File: config.mk
export PLATFORM = sky130hd
export DESIGN_NAME = rmt_ctrl
export DESIGN_NICKNAME = d
export VERILOG_FILES = /design/src/rmt_pkg.sv /design/src/rmt_dly_if.sv /design/src/rmt_delay.sv /design/src/rmt_ctrl.sv
export SDC_FILE = /design/constraint.sdc
export NUM_CORES = 1
export LEC_CHECK = 0
export BUFFER_PORTS_ARGS = -buffer_cell sky130_fd_sc_hd__buf_2
export CORE_MARGIN = 4
export CORE_UTILIZATION = 50
export CTS_BUF_LIST = sky130_fd_sc_hd__clkbuf_16
export CTS_CLUSTER_SIZE = 25
export DETAILED_ROUTE_END_ITERATION = 12
export GPL_ROUTABILITY_DRIVEN = 0
export GPL_TIMING_DRIVEN = 0
export HOLD_SLACK_MARGIN = 0.06
export PLACE_DENSITY = 0.7
export RECOVER_POWER = 50
export SETUP_SLACK_MARGIN = 0.5
export SLEW_MARGIN = 20
export SYNTH_ARGS = -nofsm -noshare
export SYNTH_HDL_FRONTEND = slang
export SYNTH_HIERARCHICAL = 1
export SYNTH_SLANG_ARGS = --single-unit
File: constraint.sdc
create_clock -name REF_CLK -period 4.16 [get_ports REF_CLK]
set_input_delay 1.04 -clock REF_CLK [delete_from_list [all_inputs] [get_ports REF_CLK]]
set_output_delay 1.04 -clock REF_CLK [all_outputs]
set_load 0.01 [all_outputs]
File: src/rmt_pkg.sv
// Purpose: constants for the run-mode and trigger controller
// Assumes: 10 MHz REF_CLK, 32-bit APB register bus
// Notes: delay time is held as a count of 20 ns ticks
package rmt_pkg;
	// ==========================================================
	// register offsets
	localparam logic [7:0] ADDR_CTRL = 8'h00;
	localparam logic [7:0] ADDR_SRC = 8'h04;
	localparam logic [7:0] ADDR_BURST = 8'h08;
	localparam logic [7:0] ADDR_DCYC = 8'h0C;
	localparam logic [7:0] ADDR_DTIME = 8'h10;
	localparam logic [7:0] ADDR_SWTRIG = 8'h14;
	localparam logic [7:0] ADDR_STATUS = 8'h18;
	// ==========================================================
	// control fields
	localparam int CTRL_CONT = 0;
	localparam int CTRL_BURST = 1;
	localparam int CTRL_GATE = 2;
	localparam int CTRL_TRANS = 3;
	localparam int CTRL_NEG = 4;
	localparam int CTRL_DLY = 5;
	localparam int CTRL_W = 6;
	localparam logic [5:0] CTRL_RST = 6'h01;
	localparam int SRC_LINE_LSB = 4;
	localparam int SRC_LINE_W = 3;
	localparam int SRC_W = 2;
	localparam logic [1:0] SRC_EXT = 2'h0;
	localparam logic [1:0] SRC_BP = 2'h1;
	localparam logic [1:0] SRC_BUS = 2'h2;
	// ==========================================================
	// ranges and timing
	localparam int CNT_W = 21;
	localparam int TICK_W = 30;
	localparam logic [20:0] BURST_MIN = 21'h000001;
	localparam logic [20:0] BURST_MAX = 21'h0F4240;
	localparam logic [20:0] BURST_RST = 21'h000001;
	localparam logic [20:0] DCYC_MIN = 21'h00000A;
	localparam logic [20:0] DCYC_MAX = 21'h1E8480;
	localparam int CLK_PERIOD_NS = 100;
	localparam int TICK_NS = 20;
	localparam int DLY_TIME_MIN_NS = 100;
	localparam logic [29:0] TICKS_PER_CLK =
		30'(CLK_PERIOD_NS / TICK_NS);
	localparam logic [29:0] DTIME_MIN =
		30'(DLY_TIME_MIN_NS / TICK_NS);
	localparam logic [29:0] DTIME_MAX = 30'h3B9ACA00;
	localparam logic [29:0] DTIME_RST = DTIME_MIN;
	// ==========================================================
	// sequencer states
	typedef enum logic [1:0] {
		ST_IDLE = 2'b00,
		ST_DELAY = 2'b01,
		ST_RUN = 2'b10
	} rmt_state_t;
endpackage

File: src/rmt_dly_if.sv
// Purpose: link between controller and trigger delay counter
// Assumes: one clock domain
// Notes: start and done are one-cycle pulses
`timescale 1ns/100ps
interface rmt_dly_if;
	logic start;
	logic use_cycles;
	logic [20:0] cycles;
	logic [29:0] ticks;
	logic sample_tick;
	logic busy;
	logic done;
	modport ctl (output start, output use_cycles, output cycles,
		output ticks, output sample_tick, input busy, input done);
	modport dly (input start, input use_cycles, input cycles,
		input ticks, input sample_tick, output busy, output done);
endinterface

File: src/rmt_delay.sv
// Purpose: trigger delay counter, sample cycles or 20 ns ticks
// Assumes: sample_tick marks one sample clock period
// Notes: time delay rounds up to whole REF_CLK periods
`timescale 1ns/100ps
module rmt_delay
	import rmt_pkg::*;
(
	input wire logic clk,
	input wire logic rst_b,
	rmt_dly_if.dly d
);
	logic [29:0] cnt_q;
	logic [29:0] cnt_d;
	logic busy_q;
	logic busy_d;
	logic done_q;
	logic done_d;
	logic mode_q;
	logic mode_d;

	// ==========================================================
	// countdown
	wire cyc_last = mode_q & d.sample_tick &
		(cnt_q == 30'h00000001);
	wire tick_last = ~mode_q & (cnt_q <= TICKS_PER_CLK);
	wire last = busy_q & (cyc_last | tick_last);

	always_comb begin
		cnt_d = cnt_q;
		busy_d = busy_q;
		mode_d = mode_q;
		done_d = 1'b0;
		if (d.start) begin
			mode_d = d.use_cycles;
			cnt_d = d.use_cycles ? {9'h000, d.cycles} : d.ticks;
			busy_d = 1'b1;
		end else if (last) begin
			busy_d = 1'b0;
			done_d = 1'b1;
			cnt_d = 30'h00000000;
		end else if (busy_q & mode_q & d.sample_tick) begin
			cnt_d = cnt_q - 30'h00000001;
		end else if (busy_q & ~mode_q) begin
			cnt_d = cnt_q - TICKS_PER_CLK;
		end
	end

	always_ff @(posedge clk or negedge rst_b) begin
		if (!rst_b) begin
			cnt_q <= 30'h00000000;
			busy_q <= 1'b0;
			done_q <= 1'b0;
			mode_q <= 1'b0;
		end else begin
			cnt_q <= cnt_d;
			busy_q <= busy_d;
			done_q <= done_d;
			mode_q <= mode_d;
		end
	end

	assign d.busy = busy_q;
	assign d.done = done_q;
endmodule

File: src/rmt_ctrl.sv
// Purpose: run mode, trigger, burst, delay and gate control
// Assumes: all inputs synchronous to REF_CLK, APB slave
// Notes: drives RUN_ENABLE and WAVE_START to the playback engine
//
// Decided for this implementation: register access over APB and the register offsets.
`timescale 1ns/100ps
// Overview of operation
// - run continuously when the mode bit is 1, interrupted when 0
// - trigger, burst, delay, gate settings act only in interrupted mode
// - interrupted mode offers triggered, gated or counted burst
// - software trigger works only interrupted with bus source
// - burst enable bit turns burst on or off, resets to 0
// - burst outputs programmed cycles per trigger, 1 to 1M, default 1
// - cycle delay accepts 0 or 10 to 2e6 sample clocks
// - delay enable bit switches time delay on or off, default 0
// - time delay 100 ns to 20 s in 20 ns steps, default 100 ns
// - with delay active, wait the delay after trigger then start
// - gate style level or transition; polarity applies to both
// - transition gating opens on one edge, closes on next
// - polarity picks open level and which edge direction counts
// - gate enable bit turns gated mode on or off, default 0
// - gating comes from front input or a backplane line
// - bus source ignores front input and backplane lines
// - every setting reads back its programmed value
module rmt_ctrl
	import rmt_pkg::*;
#(
	parameter int LINES = 8
)
(
	input wire logic REF_CLK,
	input wire logic RST_B,
	input wire logic PSEL,
	input wire logic PENABLE,
	input wire logic PWRITE,
	input wire logic [7:0] PADDR,
	input wire logic [31:0] PWDATA,
	output logic [31:0] PRDATA,
	output logic PREADY,
	output logic PSLVERR,
	input wire logic TRIG_IN,
	input wire logic [LINES-1:0] BP_TRIG,
	input wire logic SAMPLE_TICK,
	input wire logic WAVE_END,
	output logic RUN_ENABLE,
	output logic WAVE_START
);
	// ==========================================================
	// decoding helpers
	function automatic logic active_lvl(input logic s, input logic n);
		active_lvl = s ^ n;
	endfunction

	function automatic logic hit(input logic [7:0] a,
		input logic [7:0] b);
		hit = (a == b);
	endfunction

	function automatic logic in_span(input logic [CNT_W-1:0] v,
		input logic [CNT_W-1:0] lo, input logic [CNT_W-1:0] hi);
		in_span = (v >= lo) & (v <= hi);
	endfunction

	// ==========================================================
	// registers
	logic [CTRL_W-1:0] ctrl_q;
	logic [SRC_W-1:0] src_q;
	logic [SRC_LINE_W-1:0] line_q;
	logic [CNT_W-1:0] burst_q;
	logic [CNT_W-1:0] dcyc_q;
	logic [TICK_W-1:0] dtime_q;
	logic pready_q;
	logic pslverr_q;
	logic [31:0] prdata_q;
	logic [31:0] prdata_d;
	rmt_state_t state_q;
	rmt_state_t state_d;
	logic [CNT_W-1:0] remain_q;
	logic [CNT_W-1:0] remain_d;
	logic gate_q;
	logic gate_d;
	logic prev_q;
	logic src_chg_q;
	logic gate_open;
	logic run_q;
	logic run_d;
	logic start_q;
	logic start_d;

	rmt_dly_if dif();

	// ==========================================================
	// APB decode
	wire setup = PSEL & ~PENABLE;
	wire wr = PSEL & PENABLE & PWRITE & pready_q;
	wire is_ctrl = hit(PADDR, ADDR_CTRL);
	wire is_src = hit(PADDR, ADDR_SRC);
	wire is_burst = hit(PADDR, ADDR_BURST);
	wire is_dcyc = hit(PADDR, ADDR_DCYC);
	wire is_dtime = hit(PADDR, ADDR_DTIME);
	wire is_sw = hit(PADDR, ADDR_SWTRIG);
	wire is_stat = hit(PADDR, ADDR_STATUS);
	wire mapped = is_ctrl | is_src | is_burst | is_dcyc | is_dtime |
		is_sw | is_stat;
	wire [CNT_W-1:0] wd_cnt = PWDATA[CNT_W-1:0];
	wire [TICK_W-1:0] wd_tick = PWDATA[TICK_W-1:0];
	wire src_wr = wr & is_src;
	wire src_ok = (PWDATA[SRC_W-1:0] != 2'h3);
	wire burst_ok = (PWDATA[31:CNT_W] == 11'h000) &
		in_span(wd_cnt, BURST_MIN, BURST_MAX);
	wire dcyc_ok = (PWDATA[31:CNT_W] == 11'h000) &
		((wd_cnt == 21'h000000) |
		in_span(wd_cnt, DCYC_MIN, DCYC_MAX));
	wire dtime_ok = (PWDATA[31:TICK_W] == 2'h0) &
		(wd_tick >= DTIME_MIN) & (wd_tick <= DTIME_MAX);

	// ==========================================================
	// read mux
	always_comb begin
		prdata_d = 32'h00000000;
		if (is_ctrl) begin
			prdata_d[CTRL_W-1:0] = ctrl_q;
		end else if (is_src) begin
			prdata_d[SRC_W-1:0] = src_q;
			prdata_d[SRC_LINE_LSB +: SRC_LINE_W] = line_q;
		end else if (is_burst) begin
			prdata_d[CNT_W-1:0] = burst_q;
		end else if (is_dcyc) begin
			prdata_d[CNT_W-1:0] = dcyc_q;
		end else if (is_dtime) begin
			prdata_d[TICK_W-1:0] = dtime_q;
		end else if (is_stat) begin
			prdata_d[1:0] = state_q;
			prdata_d[2] = run_q;
			prdata_d[3] = gate_open;
		end
	end

	// ==========================================================
	// mode and trigger decode
	wire cont = ctrl_q[CTRL_CONT];
	wire intr = ~cont;
	wire neg = ctrl_q[CTRL_NEG];
	wire bus_src = (src_q == SRC_BUS);
	wire sel_sig = (src_q == SRC_BP) ? BP_TRIG[line_q] : TRIG_IN;
	wire act = active_lvl(sel_sig, neg);
	wire prev_act = active_lvl(prev_q, neg);
	wire edge_q = act & ~prev_act & ~bus_src & ~src_chg_q;
	wire sw_trig = wr & is_sw & PWDATA[0] & bus_src;
	wire gated = intr & ctrl_q[CTRL_GATE];
	wire trig = intr & ~ctrl_q[CTRL_GATE] & (edge_q | sw_trig);
	assign gate_open = ~bus_src &
		(ctrl_q[CTRL_TRANS] ? gate_q : act);
	wire use_cyc = (dcyc_q != 21'h000000);
	wire dly_on = use_cyc | ctrl_q[CTRL_DLY];
	wire [CNT_W-1:0] count_eff =
		ctrl_q[CTRL_BURST] ? burst_q : BURST_MIN;

	// ==========================================================
	// transition gate toggle
	always_comb begin
		gate_d = gate_q;
		if (~gated | ~ctrl_q[CTRL_TRANS]) begin
			gate_d = 1'b0;
		end else if (edge_q) begin
			gate_d = ~gate_q;
		end
	end

	// ==========================================================
	// trigger sequencer
	always_comb begin
		state_d = state_q;
		remain_d = remain_q;
		start_d = 1'b0;
		dif.start = 1'b0;
		case (state_q)
		ST_IDLE: begin
			if (trig & dly_on) begin
				state_d = ST_DELAY;
				dif.start = 1'b1;
			end else if (trig) begin
				state_d = ST_RUN;
				start_d = 1'b1;
			end
			remain_d = count_eff;
		end
		ST_DELAY: begin
			if (dif.done) begin
				state_d = ST_RUN;
				start_d = 1'b1;
			end
		end
		ST_RUN: begin
			if (WAVE_END & (remain_q <= BURST_MIN)) begin
				state_d = ST_IDLE;
			end else if (WAVE_END) begin
				remain_d = remain_q - BURST_MIN;
			end
		end
		default: begin
			state_d = ST_IDLE;
		end
		endcase
		if (~intr | gated) begin
			state_d = ST_IDLE;
			start_d = 1'b0;
			dif.start = 1'b0;
		end
	end

	always_comb begin
		if (cont) begin
			run_d = 1'b1;
		end else if (gated) begin
			run_d = gate_open;
		end else begin
			run_d = (state_d == ST_RUN);
		end
	end

	assign dif.use_cycles = use_cyc;
	assign dif.cycles = dcyc_q;
	assign dif.ticks = dtime_q;
	assign dif.sample_tick = SAMPLE_TICK;

	rmt_delay u_delay (
		.clk(REF_CLK),
		.rst_b(RST_B),
		.d(dif)
	);

	// ==========================================================
	// register writes
	always_ff @(posedge REF_CLK or negedge RST_B) begin
		if (!RST_B) begin
			ctrl_q <= CTRL_RST;
			src_q <= SRC_EXT;
			line_q <= '0;
			burst_q <= BURST_RST;
			dcyc_q <= 21'h000000;
			dtime_q <= DTIME_RST;
		end else if (wr) begin
			if (is_ctrl) begin
				ctrl_q <= PWDATA[CTRL_W-1:0];
			end
			if (src_wr & src_ok) begin
				src_q <= PWDATA[SRC_W-1:0];
				line_q <= PWDATA[SRC_LINE_LSB +: SRC_LINE_W];
			end
			if (is_burst & burst_ok) begin
				burst_q <= wd_cnt;
			end
			if (is_dcyc & dcyc_ok) begin
				dcyc_q <= wd_cnt;
			end
			if (is_dtime & dtime_ok) begin
				dtime_q <= wd_tick;
			end
		end
	end

	// ==========================================================
	// bus answer and engine outputs
	always_ff @(posedge REF_CLK or negedge RST_B) begin
		if (!RST_B) begin
			pready_q <= 1'b0;
			pslverr_q <= 1'b0;
			prdata_q <= 32'h00000000;
		end else begin
			pready_q <= setup;
			pslverr_q <= setup & ~mapped;
			prdata_q <= setup ? prdata_d : 32'h00000000;
		end
	end

	always_ff @(posedge REF_CLK or negedge RST_B) begin
		if (!RST_B) begin
			state_q <= ST_IDLE;
			remain_q <= BURST_RST;
			gate_q <= 1'b0;
			prev_q <= 1'b0;
			src_chg_q <= 1'b0;
			run_q <= 1'b1;
			start_q <= 1'b0;
		end else begin
			state_q <= state_d;
			remain_q <= remain_d;
			gate_q <= gate_d;
			prev_q <= sel_sig;
			src_chg_q <= src_wr;
			run_q <= run_d;
			start_q <= start_d;
		end
	end

	assign PREADY = pready_q;
	assign PSLVERR = pslverr_q;
	assign PRDATA = prdata_q;
	assign RUN_ENABLE = run_q;
	assign WAVE_START = start_q;
endmodule

==> impl_metrics.env <==
export IMPL_violations="capacitance limit, slew limit"
export IMPL_startpoint_type="primary input"
export IMPL_rsz0062_at_grt="false"
export IMPL_maxCapViolations=1
export IMPL_worstPathArrival_ns=3.90
export IMPL_final_antenna_net_count=0
export IMPL_grt_pass1_wl_um=42500
export IMPL_syn_to_final_growth_pct=13.8
export IMPL_synth_top_cell_area_share=0.454
export IMPL_min_period_ns=3.53
export IMPL_critical_path_class="primary input to flop"
export IMPL_num_vias=8048
export IMPL_tightest_slew_ns=2.23
export IMPL_ys_types=87
export IMPL_die_h_um=145
export IMPL_p_sw_mw=1.63
export IMPL_clock_skew_ns=0.0105
export IMPL_n_antenna_cell=0
export IMPL_coreArea_sq_mm=0.0182
export IMPL_yosys_cell_count_top_type="dfrtp_1"
export IMPL_hp_class="flop to flop"
export IMPL_synth_edff_count=0
export IMPL_antenna_found_initial=0
export IMPL_max_freq_mhz=283
export IMPL_grt_overflow=0
export IMPL_cts_setup_buffers=0
export IMPL_worst_endpoint_required_ns=4.53
export IMPL_dp_hpwl_um=20000
export IMPL_p_leak_nw=4.85
export IMPL_syn_inst=892
export IMPL_cts_sinks=176
export IMPL_avgSynthCellArea_sq_um=10.5
export IMPL_setup_tns_ns=0
export IMPL_cts_max_level=4
export IMPL_pwr_share_seq=0.421
export IMPL_drc=0
export IMPL_drtIter0Drc=954
export IMPL_ys_dominant_reg_cell="dfrtp_1"
export IMPL_ys_seq_area_frac=0.471
export IMPL_grt_start_max_net_pins=92
export IMPL_fin_util=0.585
export IMPL_period_share=0.848
export IMPL_nNetsFinal=1056
export IMPL_ios=92
export IMPL_clkLatencyLatePin_ns=0.43
export IMPL_ir_worst_vdd_mv=0.274
export IMPL_finalMaxSlewViolations=86
export IMPL_synthesis_area_sq_mm=0.00937
export IMPL_clk_pin_slew_ns=0.07
export IMPL_clkPwrFrac=0.321
export IMPL_yosysTopAreaCell="dfrtp_1"
export IMPL_setup_viol=0
export IMPL_comb_power_share=0.258
export IMPL_first_pass_iters=6
export IMPL_ys_warn_count=6
export IMPL_cts_buffers=17
export IMPL_routed_wl_um=27400
export IMPL_final_hold_violation_count=0
export IMPL_die_area_sq_mm=0.0210
export IMPL_synth_commonest_cells="dfrtp_1 (170), nor2_1 (71), nand2_1 (61), mux2_2 (38), clkbuf_1 (33)"
export IMPL_cp_max_fo=10
export IMPL_num_rows=49
export IMPL_status="finished with violations"
export IMPL_relSlewSlack=-0.487
export IMPL_routedWlPerCell_um=22.1
export IMPL_synthArstFlopShare=1.00
export IMPL_clk_path_buf_depth=2
export IMPL_cts_resized=4
export IMPL_swShare=0.346
export IMPL_whs_ns=0.512
export IMPL_port_buffers=83
export IMPL_cts_hold_buffers=0
export IMPL_die_x_um=145
export IMPL_cts_tree="done"
export IMPL_grt_usage=0.264
export IMPL_p_per_area_mw_per_mm2=443
export IMPL_root_buffer="clkbuf_16"
export IMPL_drive_gt1_frac=0.210
export IMPL_ys_top_cells_by_area="dfrtp_1 (45%), mux2_2 (4.6%), mux2_1 (3.1%)"
export IMPL_ys_ff_latch=176
export IMPL_first_global_vias=7618
export IMPL_via_per_inst=6.50
export IMPL_initial_core_util=0.514
export IMPL_internal_power_mw=3.09
export IMPL_worstSetupEndpointType="flop"
layout make-up:
| cell class | count | area, sq um |
|---|---|---|
| buffer | 54 | 269 |
| clock buffer | 17 | 425 |
| clock inverter | 15 | 121 |
| fill | 1542 | 7550 |
| inverter | 14 | 53.8 |
| multi-input combinational | 649 | 4670 |
| sequential | 176 | 4410 |
| tap | 229 | 287 |
| timing repair buffer | 84 | 424 |
power groups by stage:
stage / clock [mW] / sequential (mW) / combinational, mW
6_report: 1.52 / 1.99 / 1.22
2_1_floorplan: 0 / 1.98 / 0.830
5_1_grt: 1.59 / 2.01 / 1.33
4_1_cts: 1.53 / 1.98 / 1.19
3_5_place_dp: 0 / 2.01 / 1.18
3_3_place_gp: 0 / 2.01 / 1.15
state kept, by name, indices dropped and copies added, names as in the netlist, 2 cells and up:
signal	count
dcyc_q	21
src_q	2
u_delay/cnt_q	30
PRDATA	30
burst_q	21
state_q	2
ctrl_q	6
remain_q	21
dif.ticks	30
line_q	3
stage by stage:
stage               total power [mW]  area (sq um)  setup slack (ns)  instances
global placement                3.16         10100            -0.782       1205
floorplan                       2.81          9370             0.783        893
global route                    4.92         10700             0.513       1238
finish                          4.72         10700             0.630       1238
detailed placement              3.19         10100            -0.186       1206
CTS                             4.70         10700             0.501       1238
metal layers:
metal | vias to the layer above | routed length (um) | track usage
met2 | 424 | 12200 | 0.396
met3 | 53 | 2380 | 0.0457
li1 | 3614 | - | -
met4 | 0 | 711 | 0.0849
met1 | 3957 | 12100 | 0.391
met5 | - | 0 | 0
worst max-delay path: stages:
cell and delay, ns:
buf_2 0.14, maj3_1 0.36, o32a_1 0.19, a211oi_2 0.32, o21ai_0 0.17, nor3_1 0.42, clkbuf_2 0.32, nor2b_1 0.20
clkbuf_2 0.26, nand2_1 0.17, a21oi_1 0.15, o2bb2a_1 0.16
cell families (layout without fill, tap and decap cells):
family                   Yosys count  after routing  synth area share
AO/OA/AOI/OAI                    206            206             0.163
adder cells (fa/ha/maj)            6              6           0.00748
flip-flops                       176            176             0.471
multiplexers                     104            104             0.130
AND/OR/NAND/NOR                  313            313             0.177
buffers and inverters             68            184            0.0339
other                              1              2          0.000400
XOR/XNOR                          18             18            0.0168
cells in the final DEF (no fill, tap or decap), drive strengths merged, types with 6 or more instances in the layout:
cell type	n
a222oi	13
or4	9
nor3	27
nand3	29
nand2	61
nand4	13
clkinv	6
nor4	26
xor2	11
a21oi	32
or3	7
dfrtp	170
inv	18
nor2b	11
a31oi	14
nand2b	14
and2	6
buf	89
a32o	12
mux2	80
and3	16
nand3b	6
mux2i	23
or2	6
a21o	6
o311ai	8
nor2	71
o21ai	33
clkbuf	66
xnor2	7
dfstp	6
o22ai	18
path summary, 6_finish.rpt:
path / endpoint / cells after the start / start / slack, ns
setup / recovery: u_delay/cnt_q[29] / 12 / TRIG_IN / 0.63
hold / removal: dif.ticks[29] / 1 / dif.ticks[29] / 0.51
setup reg to reg: u_delay/cnt_q[29] / 12 / line_q[0] / 0.73
hold reg to reg: dif.ticks[29] / 1 / dif.ticks[29] / 0.51
max in group asynchronous: ctrl_q[2] / 1 / RST_B / 1.58
min in group asynchronous: u_delay/cnt_q[22] / 1 / RST_B / 1.26
Note: power is estimated with default switching activity, not from simulation.
